### src/pkg/ercr_pkg.sv
package ercr_pkg;

  // register byte offsets on the wishbone slave
  localparam logic [7:0] ERCR_PHY_SETUP_OFS   = 8'h00;
  localparam logic [7:0] ERCR_STATUS_OFS      = 8'h04;
  localparam logic [7:0] ERCR_SCRATCH_OFS     = 8'h08;

  // phy setup register field positions
  localparam int ERCR_SOFT_TX_BIT   = 0;
  localparam int ERCR_SOFT_RX_BIT   = 1;
  localparam int ERCR_SOFT_SYS_BIT  = 2;

  // status register field positions
  localparam int ERCR_ST_TX_STABLE_BIT = 0;
  localparam int ERCR_ST_RX_READY_BIT  = 1;
  localparam int ERCR_ST_TX_RST_BIT    = 2;
  localparam int ERCR_ST_RX_RST_BIT    = 3;
  localparam int ERCR_ST_XCVR_RST_BIT  = 4;

  // reset values
  localparam logic [2:0]  ERCR_PHY_SETUP_RST = 3'h0;
  localparam logic [31:0] ERCR_SCRATCH_RST   = 32'h0000_0000;
  localparam logic [31:0] ERCR_UNMAPPED_DATA = 32'h0000_0000;

  // timing: settle time of transmit clock after reset release
  localparam int ERCR_CLK_HZ          = 25_000_000;
  localparam int ERCR_SETTLE_NS       = 1000;
  localparam int ERCR_SETTLE_CYC      =
    (ERCR_SETTLE_NS * (ERCR_CLK_HZ / 1_000_000) + 999) / 1000;

  // shortest legal transmit packet in bytes
  localparam int ERCR_MIN_PKT_BYTES   = 9;

endpackage

### src/rtl/ercr_top.sv
// Operation
// - three parallel soft resets in registers
// - soft reset bits never clear themselves
// - register hard reset restores register defaults
// - tx, rx and register hard reset ports
// - soft resets come only from setup register
// - tx soft reset holds only tx path
// - tx soft reset drops lanes settled output
// - rx soft reset resets rx, drops ready
// - core reset resets all, drops both statuses
// - core reset leaves registers untouched
// - lanes settled only after tx clock stable
//
// Our own choices: the Wishbone slave port and the register offsets.
`timescale 1ns/100ps
module ercr_top
  import ercr_pkg::*;
#(
  parameter int SETTLE_CYCLES = ERCR_SETTLE_CYC
) (
  // clock and register reset
  input  wire logic        sys_clk,
  input  wire logic        rst_n,
  // hard reset inputs
  input  wire logic        tx_rst_n,
  input  wire logic        rx_rst_n,
  // transceiver status
  input  wire logic        tx_pll_locked,
  input  wire logic        rx_link_locked,
  // wishbone slave
  input  wire logic [7:0]  wb_adr_i,
  input  wire logic [31:0] wb_dat_i,
  input  wire logic [3:0]  wb_sel_i,
  input  wire logic        wb_we_i,
  input  wire logic        wb_cyc_i,
  input  wire logic        wb_stb_i,
  output logic [31:0]      wb_dat_o,
  output logic             wb_ack_o,
  // reset outputs to datapath, active low
  output logic             tx_path_rst_n,
  output logic             rx_path_rst_n,
  output logic             xcvr_rst_n,
  // status outputs
  output logic             tx_lanes_stable,
  output logic             rx_pcs_ready
);

  // field positions must fit the three-bit setup register
  // and the status word; a wider map would silently lose bits
  initial begin
    if (SETTLE_CYCLES < 1) $error("settle cycles must be at least one");
    if (ERCR_SOFT_TX_BIT > 2 || ERCR_SOFT_RX_BIT > 2
        || ERCR_SOFT_SYS_BIT > 2) begin
      $error("soft reset field outside the setup register");
    end
    if (ERCR_ST_XCVR_RST_BIT > 31) begin
      $error("status field outside the status word");
    end
  end

  // synchronised reset copies
  logic        rst_meta;
  logic        csr_rst_n;
  logic        tx_meta;
  logic        tx_hard_n;
  logic        rx_meta;
  logic        rx_hard_n;
  // register contents and soft reset taps
  logic [2:0]  phy_setup_register;
  logic [31:0] scratch;
  logic        soft_tx;
  logic        soft_rx;
  logic        soft_sys;
  logic        next_tx_rst_n;
  logic        next_rx_rst_n;
  logic        next_xcvr_rst_n;
  logic        tx_settled;
  logic        next_rx_ready;
  // bus strobes and read path
  logic        wb_req;
  logic        wr_setup;
  logic        wr_scratch;
  logic        rd_req;
  logic [31:0] status_word;
  logic [31:0] next_rdata;

  // apply byte enables to a stored word
  function automatic logic [31:0] merge_bytes(
    input logic [31:0] old_val,
    input logic [31:0] new_val,
    input logic [3:0]  sel
  );
    logic [31:0] res;
    res = old_val;
    for (int i = 0; i < 4; i++) begin
      if (sel[i]) res[i*8 +: 8] = new_val[i*8 +: 8];
    end
    return res;
  endfunction

  // one address compare shared by the write strobes and read mux
  function automatic logic addr_hit(
    input logic [7:0] adr,
    input logic [7:0] ofs
  );
    return adr == ofs;
  endfunction

  // register reset released through two flops
  always_ff @(posedge sys_clk or negedge rst_n) begin
    if (!rst_n) begin
      rst_meta  <= 1'b0;
      csr_rst_n <= 1'b0;
    end else begin
      rst_meta  <= 1'b1;
      csr_rst_n <= rst_meta;
    end
  end

  // hard datapath resets also released synchronously
  // so the path leaves reset on a clean edge, never mid-cycle
  always_ff @(posedge sys_clk or negedge tx_rst_n) begin
    if (!tx_rst_n) begin
      tx_meta   <= 1'b0;
      tx_hard_n <= 1'b0;
    end else begin
      tx_meta   <= 1'b1;
      tx_hard_n <= tx_meta;
    end
  end

  // rx hard reset: same two-flop release as the tx side
  // a glitch shorter than a clock still clears both flops
  always_ff @(posedge sys_clk or negedge rx_rst_n) begin
    if (!rx_rst_n) begin
      rx_meta   <= 1'b0;
      rx_hard_n <= 1'b0;
    end else begin
      rx_meta   <= 1'b1;
      rx_hard_n <= rx_meta;
    end
  end

  // single-cycle request: answered on the next edge
  assign wb_req = wb_cyc_i && wb_stb_i && !wb_ack_o;

  // write and read strobes decoded once; each register process
  // then needs only its own strobe, so decode cannot drift apart
  assign wr_setup   = wb_req && wb_we_i && wb_sel_i[0]
                      && addr_hit(wb_adr_i, ERCR_PHY_SETUP_OFS);
  assign wr_scratch = wb_req && wb_we_i
                      && addr_hit(wb_adr_i, ERCR_SCRATCH_OFS);
  assign rd_req     = wb_req && !wb_we_i;

  // ack pulses one cycle, drops the cycle after
  // masking the request with ack stops a held stb being taken twice
  always_ff @(posedge sys_clk or negedge csr_rst_n) begin
    if (!csr_rst_n) begin
      wb_ack_o <= 1'b0;
    end else begin
      wb_ack_o <= wb_req;
    end
  end

  // phy setup register: only a write changes it, no self-clear
  // only the register reset clears it; datapath resets do not
  // bits above the three soft resets are not stored
  always_ff @(posedge sys_clk or negedge csr_rst_n) begin
    if (!csr_rst_n) begin
      phy_setup_register <= ERCR_PHY_SETUP_RST;
    end else if (wr_setup) begin
      phy_setup_register <= wb_dat_i[2:0];
    end
  end

  // scratch word for bus sanity checks
  // honours byte selects; no effect on the datapath resets
  always_ff @(posedge sys_clk or negedge csr_rst_n) begin
    if (!csr_rst_n) begin
      scratch <= ERCR_SCRATCH_RST;
    end else if (wr_scratch) begin
      scratch <= merge_bytes(scratch, wb_dat_i, wb_sel_i);
    end
  end

  // soft resets taken straight from the register bits
  // no other logic drives these, so software alone owns them
  assign soft_tx  = phy_setup_register[ERCR_SOFT_TX_BIT];
  assign soft_rx  = phy_setup_register[ERCR_SOFT_RX_BIT];
  assign soft_sys = phy_setup_register[ERCR_SOFT_SYS_BIT];

  // combine hard and soft sources; the core reset never feeds
  // back into the register file, so it stays intact
  // the core bit folds into both path resets as well
  always_comb begin
    next_tx_rst_n   = tx_hard_n && !soft_tx && !soft_sys;
    next_rx_rst_n   = rx_hard_n && !soft_rx && !soft_sys;
    next_xcvr_rst_n = csr_rst_n && !soft_sys;
  end

  // tx path reset out; async assert on register reset so the
  // datapath is held from the first moment the registers are
  always_ff @(posedge sys_clk or negedge csr_rst_n) begin
    if (!csr_rst_n) begin
      tx_path_rst_n <= 1'b0;
    end else begin
      tx_path_rst_n <= next_tx_rst_n;
    end
  end

  // rx path reset out, same timing as the tx side
  always_ff @(posedge sys_clk or negedge csr_rst_n) begin
    if (!csr_rst_n) begin
      rx_path_rst_n <= 1'b0;
    end else begin
      rx_path_rst_n <= next_rx_rst_n;
    end
  end

  // transceiver reset out; only register reset and core bit
  always_ff @(posedge sys_clk or negedge csr_rst_n) begin
    if (!csr_rst_n) begin
      xcvr_rst_n <= 1'b0;
    end else begin
      xcvr_rst_n <= next_xcvr_rst_n;
    end
  end

  // tx clock must be locked and settled before lanes report stable
  // the counter is held from the combined reset, so a soft reset
  // restarts the settle time rather than pausing it
  ercr_settle #(
    .CYCLES (SETTLE_CYCLES)
  ) u_tx_settle (
    .sys_clk (sys_clk),
    .rst_n   (csr_rst_n),
    .hold    (!next_tx_rst_n),
    .locked  (tx_pll_locked),
    .done    (tx_settled)
  );

  // lanes settled falls with tx or core reset, rises after settle
  // taken from the combined reset, so it falls with tx_path_rst_n
  // and never shows stable while the tx path is still held
  always_ff @(posedge sys_clk or negedge csr_rst_n) begin
    if (!csr_rst_n) begin
      tx_lanes_stable <= 1'b0;
    end else begin
      tx_lanes_stable <= tx_settled && next_tx_rst_n;
    end
  end

  // rx ready needs rx out of reset and a locked receive link
  // no settle count here: the link lock already implies a
  // stable receive input
  assign next_rx_ready = next_rx_rst_n && rx_link_locked;

  always_ff @(posedge sys_clk or negedge csr_rst_n) begin
    if (!csr_rst_n) begin
      rx_pcs_ready <= 1'b0;
    end else begin
      rx_pcs_ready <= next_rx_ready;
    end
  end

  // status word gathers live reset and link state
  // read-only; writes to this offset are dropped without error
  always_comb begin
    status_word = 32'h0000_0000;
    status_word[ERCR_ST_TX_STABLE_BIT] = tx_lanes_stable;
    status_word[ERCR_ST_RX_READY_BIT]  = rx_pcs_ready;
    status_word[ERCR_ST_TX_RST_BIT]    = !tx_path_rst_n;
    status_word[ERCR_ST_RX_RST_BIT]    = !rx_path_rst_n;
    status_word[ERCR_ST_XCVR_RST_BIT]  = !xcvr_rst_n;
  end

  // read mux; unmapped addresses read zero and still ack
  // decoded from the live address, sampled only on a read strobe
  always_comb begin
    if (addr_hit(wb_adr_i, ERCR_PHY_SETUP_OFS)) begin
      next_rdata = {29'h0000_0000, phy_setup_register};
    end else if (addr_hit(wb_adr_i, ERCR_STATUS_OFS)) begin
      next_rdata = status_word;
    end else if (addr_hit(wb_adr_i, ERCR_SCRATCH_OFS)) begin
      next_rdata = scratch;
    end else begin
      next_rdata = ERCR_UNMAPPED_DATA;
    end
  end

  // read data registered alongside ack
  always_ff @(posedge sys_clk or negedge csr_rst_n) begin
    if (!csr_rst_n) begin
      wb_dat_o <= 32'h0000_0000;
    end else if (rd_req) begin
      wb_dat_o <= next_rdata;
    end
  end

endmodule

### src/rtl/ercr_settle.sv
`timescale 1ns/100ps
// counts clock-stable time after a reset release; done is registered
module ercr_settle
  import ercr_pkg::*;
#(
  parameter int CYCLES = ERCR_SETTLE_CYC
) (
  // clock and reset
  input  wire logic sys_clk,
  input  wire logic rst_n,
  // control
  input  wire logic hold,
  input  wire logic locked,
  // status
  output logic      done
);

  localparam int CW = $clog2(CYCLES + 1);
  localparam logic [CW-1:0] LAST = CW'(CYCLES);

  logic [CW-1:0] count;

  initial begin
    if (CYCLES < 1) $error("settle count must be at least one");
  end

  // counter restarts whenever held or the clock source is not locked
  always_ff @(posedge sys_clk or negedge rst_n) begin
    if (!rst_n) begin
      count <= '0;
    end else if (hold || !locked) begin
      count <= '0;
    end else if (count != LAST) begin
      count <= count + CW'(1);
    end
  end

  // done only after the full count, dropped at once on hold
  always_ff @(posedge sys_clk or negedge rst_n) begin
    if (!rst_n) begin
      done <= 1'b0;
    end else begin
      done <= !hold && locked && (count == LAST);
    end
  end

endmodule

### config.mk
export PLATFORM = sky130hd
export DESIGN_NAME = ercr_top
export DESIGN_NICKNAME = d
export VERILOG_FILES = /design/src/pkg/ercr_pkg.sv /design/src/rtl/ercr_top.sv /design/src/rtl/ercr_settle.sv
export SDC_FILE = /design/constraint.sdc
export NUM_CORES = 1
export LEC_CHECK = 0
export BUFFER_PORTS_ARGS = -buffer_cell sky130_fd_sc_hd__buf_2
export CAP_MARGIN = 20
export CORE_MARGIN = 8
export CORE_UTILIZATION = 25
export DETAILED_ROUTE_END_ITERATION = 16
export GPL_ROUTABILITY_DRIVEN = 0
export PLACE_DENSITY = 0.4
export RECOVER_POWER = 25
export SYNTH_ARGS = -nofsm -noshare
export SYNTH_HDL_FRONTEND = slang
export SYNTH_SLANG_ARGS = --single-unit
### constraint.sdc
create_clock -name sys_clk -period 3.8 [get_ports sys_clk]
set_clock_uncertainty 0.15 [all_clocks]
set_input_delay 0.76 -clock sys_clk [delete_from_list [all_inputs] [get_ports sys_clk]]
set_output_delay 0.76 -clock sys_clk [all_outputs]
set_load 0.01 [all_outputs]
==> flow_metrics.env <==
export IMPL_status="finished, violations left"
export IMPL_violations="capacitance limit, slew limit"
export IMPL_grt_max_degree=49
export IMPL_dieHeight_um=130
export IMPL_slew_violations=49
export IMPL_worst_path_buf_inv=1
export IMPL_path_clk_slew_ns=0.07
export IMPL_drt_drc_violations_left=0
export IMPL_rsz0062_at_grt="no"
export IMPL_synthArstFlopShare_pct=100
export IMPL_core_um2=12700
export IMPL_setup_tns_ns=0
export IMPL_synth_cells=223
export IMPL_diodes=0
export IMPL_min_period_ns=2.31
export IMPL_holdCritPathClass="in -> async"
export IMPL_path_max_fanout=48
export IMPL_postCtsSetupBuffers=0
export IMPL_slowest_delay_ns=1.66
export IMPL_cts_sinks=85
export IMPL_multi_input_area_um2=1090
export IMPL_finalSetupViolCount=0
export IMPL_io_pins=91
export IMPL_grt_pass1_wl_mm=12.7
export IMPL_required_ns=4.12
export IMPL_htreeDepth=3
export IMPL_portBuffers=90
export IMPL_yosysTopAreaCell="dfrtp_1"
export IMPL_synth_edf_count=0
export IMPL_synth_top_cells_by_count="dfrtp_1, mux2_2, a22o_1, nor2_1, nand2_1"
export IMPL_avgSynthCellArea_um2=14.7
export IMPL_syn2layout_area_growth_pct=28.6
export IMPL_yosysSeqAreaShare_pct=65.0
export IMPL_start_util_pct=25.7
export IMPL_cp_top_family="flip-flops"
export IMPL_grt_pass1_vias=2285
export IMPL_synth_cell_types=34
export IMPL_cp_start_kind="flip-flop"
export IMPL_dieArea_um2=17000
export IMPL_ys_flop_type="dfrtp_1"
export IMPL_cts_resized=0
export IMPL_netlist_area_leader_share_pct=65.0
export IMPL_row_count=41
export IMPL_firstDrtPassIters=4
export IMPL_tightestPinTransition_ns=1.96
export IMPL_num_vias=2128
export IMPL_hold_viol_final=0
export IMPL_seq_area_um2=2130
export IMPL_grtUsageTotal_pct=9.97
export IMPL_clock_latency_ns=0.34
export IMPL_place_hpwl_mm=5.82
export IMPL_clk_path_buf_depth=2
export IMPL_maxCapViolCount=1
export IMPL_grt_overflow=0
export IMPL_final_util_pct=33.1
export IMPL_cellPowerDensity_nw_per_um2=447
export IMPL_fill_cells=1323
export IMPL_drive_gt1_share_pct=44.9
export IMPL_p_leak_uw=0.00222
export IMPL_yosysMostFrequentCell="dfrtp_1"
export IMPL_root_buffer="clkbuf_16"
export IMPL_cp_slowest_cell="dfrtp_1"
export IMPL_antenna_found_initial=0
export IMPL_holdBufCountCts=0
export IMPL_syn_area_um2=3270
export IMPL_drt_iter0_drc=98
export IMPL_ys_ff_latch=85
export IMPL_crit_chain="buf_4"
export IMPL_ant_nets=0
export IMPL_die_w_um=130
export IMPL_worstSetupPathType="reg -> async"
export IMPL_cts_buffers=9
export IMPL_viasPerCell=4.30
export IMPL_ir_worst_vdd_uv=198
export IMPL_synth_area_leaders="dfrtp_1, mux2_2, a22o_1"
export IMPL_synth_yosys_warnings=0
export IMPL_cts_tree="built"
export IMPL_avgRoutedWirePerCell_um=16.3
export IMPL_crit_arrival_ns=2.63
export IMPL_endpoint_kind="asynchronous set/reset pin"
export IMPL_nets=374
export IMPL_fmax_mhz=433
export IMPL_wirelength_mm=8.06
export IMPL_fin_crit_sh_pct=60.8
export IMPL_slew_headroom_pct=-30.6
export IMPL_fin_total_pwr_uw=1880
[where the power goes]
| part | switching [uW] | total (uW) | internal (uW) |
|---|---|---|---|
| logic | 39.5 | 71.2 | 31.7 |
| clock network | 370 | 880 | 510 |
| registers | 14.9 | 929 | 914 |
[cells by family (layout without fill, tap and decap cells)]
kind of cell    Yosys count  in the layout  share of synthesized area (%)
flops                    85             85                           65.0
simple gates             45             45                           9.14
compound gates           39             39                           10.0
mux                      35             35                           12.1
buf+inv                  12            110                           1.80
xor+xnor                  4              4                           1.07
fa+ha+maj                 2              2                          0.765
other cells               1              3                          0.115
[final cells by class]
class | instances | share of cell area [%]
Clock buffer | 9 | 5.36
Tap cell | 172 | 5.12
Inverter | 2 | 0.179
Timing Repair Buffer | 93 | 11.1
Clock inverter | 6 | 1.67
Sequential cell | 85 | 50.6
Multi-Input combinational cell | 128 | 26.0
[placed cells by master (no fill, tap or decap), types with 2 or more instances in the layout]
| cell type | synthesis | layout |
|---|---|---|
| a22o_1 | 27 | 27 |
| a22oi_1 | 2 | 2 |
| and2_1 | 2 | 2 |
| buf_2 | 5 | 86 |
| buf_4 | 2 | 3 |
| clkbuf_1 | 3 | 4 |
| clkbuf_16 | 0 | 9 |
| clkinvlp_4 | 0 | 3 |
| conb_1 | 1 | 3 |
| dfrtp_1 | 85 | 85 |
| ha_1 | 2 | 2 |
| inv_1 | 2 | 2 |
| inv_6 | 0 | 2 |
| mux2_2 | 35 | 35 |
| nand2_1 | 9 | 9 |
| nand2b_1 | 2 | 2 |
| nand3_1 | 2 | 2 |
| nand4_2 | 4 | 4 |
| nor2_1 | 13 | 13 |
| nor2b_1 | 2 | 2 |
| nor3b_1 | 2 | 2 |
| o21ai_0 | 2 | 2 |
| o2bb2ai_1 | 2 | 2 |
| o31ai_1 | 2 | 2 |
| o41ai_1 | 3 | 3 |
| xor2_1 | 3 | 3 |
[stage by stage]
step / hold WS (ns) / area [um^2] / setup slack (ns) / std cells
floorplan: 0.181 / 3280 / 1.21 / 225
global placement: 0.185 / 3920 / 1.23 / 480
detailed placement: 0.186 / 3920 / 1.20 / 480
CTS: 0.0289 / 4210 / 1.55 / 495
global route: 0.0346 / 4210 / 1.01 / 495
finish: 0.0421 / 4210 / 1.49 / 495
[registers in the layout, indices dropped and copies added, names as in the netlist]
name / count
scratch: 32
wb_dat_o: 32
u_tx_settle.count: 5
phy_setup_register: 3
csr_rst_n: 1
rst_meta: 1
rx_hard_n: 1
rx_meta: 1
rx_path_rst_n: 1
rx_pcs_ready: 1
tx_hard_n: 1
tx_lanes_stable: 1
tx_meta: 1
tx_path_rst_n: 1
u_tx_settle.done: 1
wb_ack_o: 1
xcvr_rst_n: 1
[worst paths after layout]
kind,from,to,slack (ns),cells past startpoint
max in group sys_clk,wb_we_i,wb_dat_o[7],1.58,5
worst max-delay path,csr_rst_n,scratch[29],1.49,1
min in group sys_clk,rst_meta,csr_rst_n,0.19,0
worst min-delay path,rst_n,csr_rst_n,0.04,1
worst max register to register,csr_rst_n,scratch[29],1.49,1
worst min register to register,rst_meta,csr_rst_n,0.19,0
[per-layer routing]
metal | track usage (%) | up-vias | routed length, um
met4 | 3.85 | 0 | 117
met3 | 4.01 | 8 | 681
met5 | 0 | - | 0
li1 | - | 1012 | -
met1 | 12.7 | 1044 | 3690
met2 | 14.8 | 64 | 3580
No activity file was read; power rests on OpenSTA's default activity.
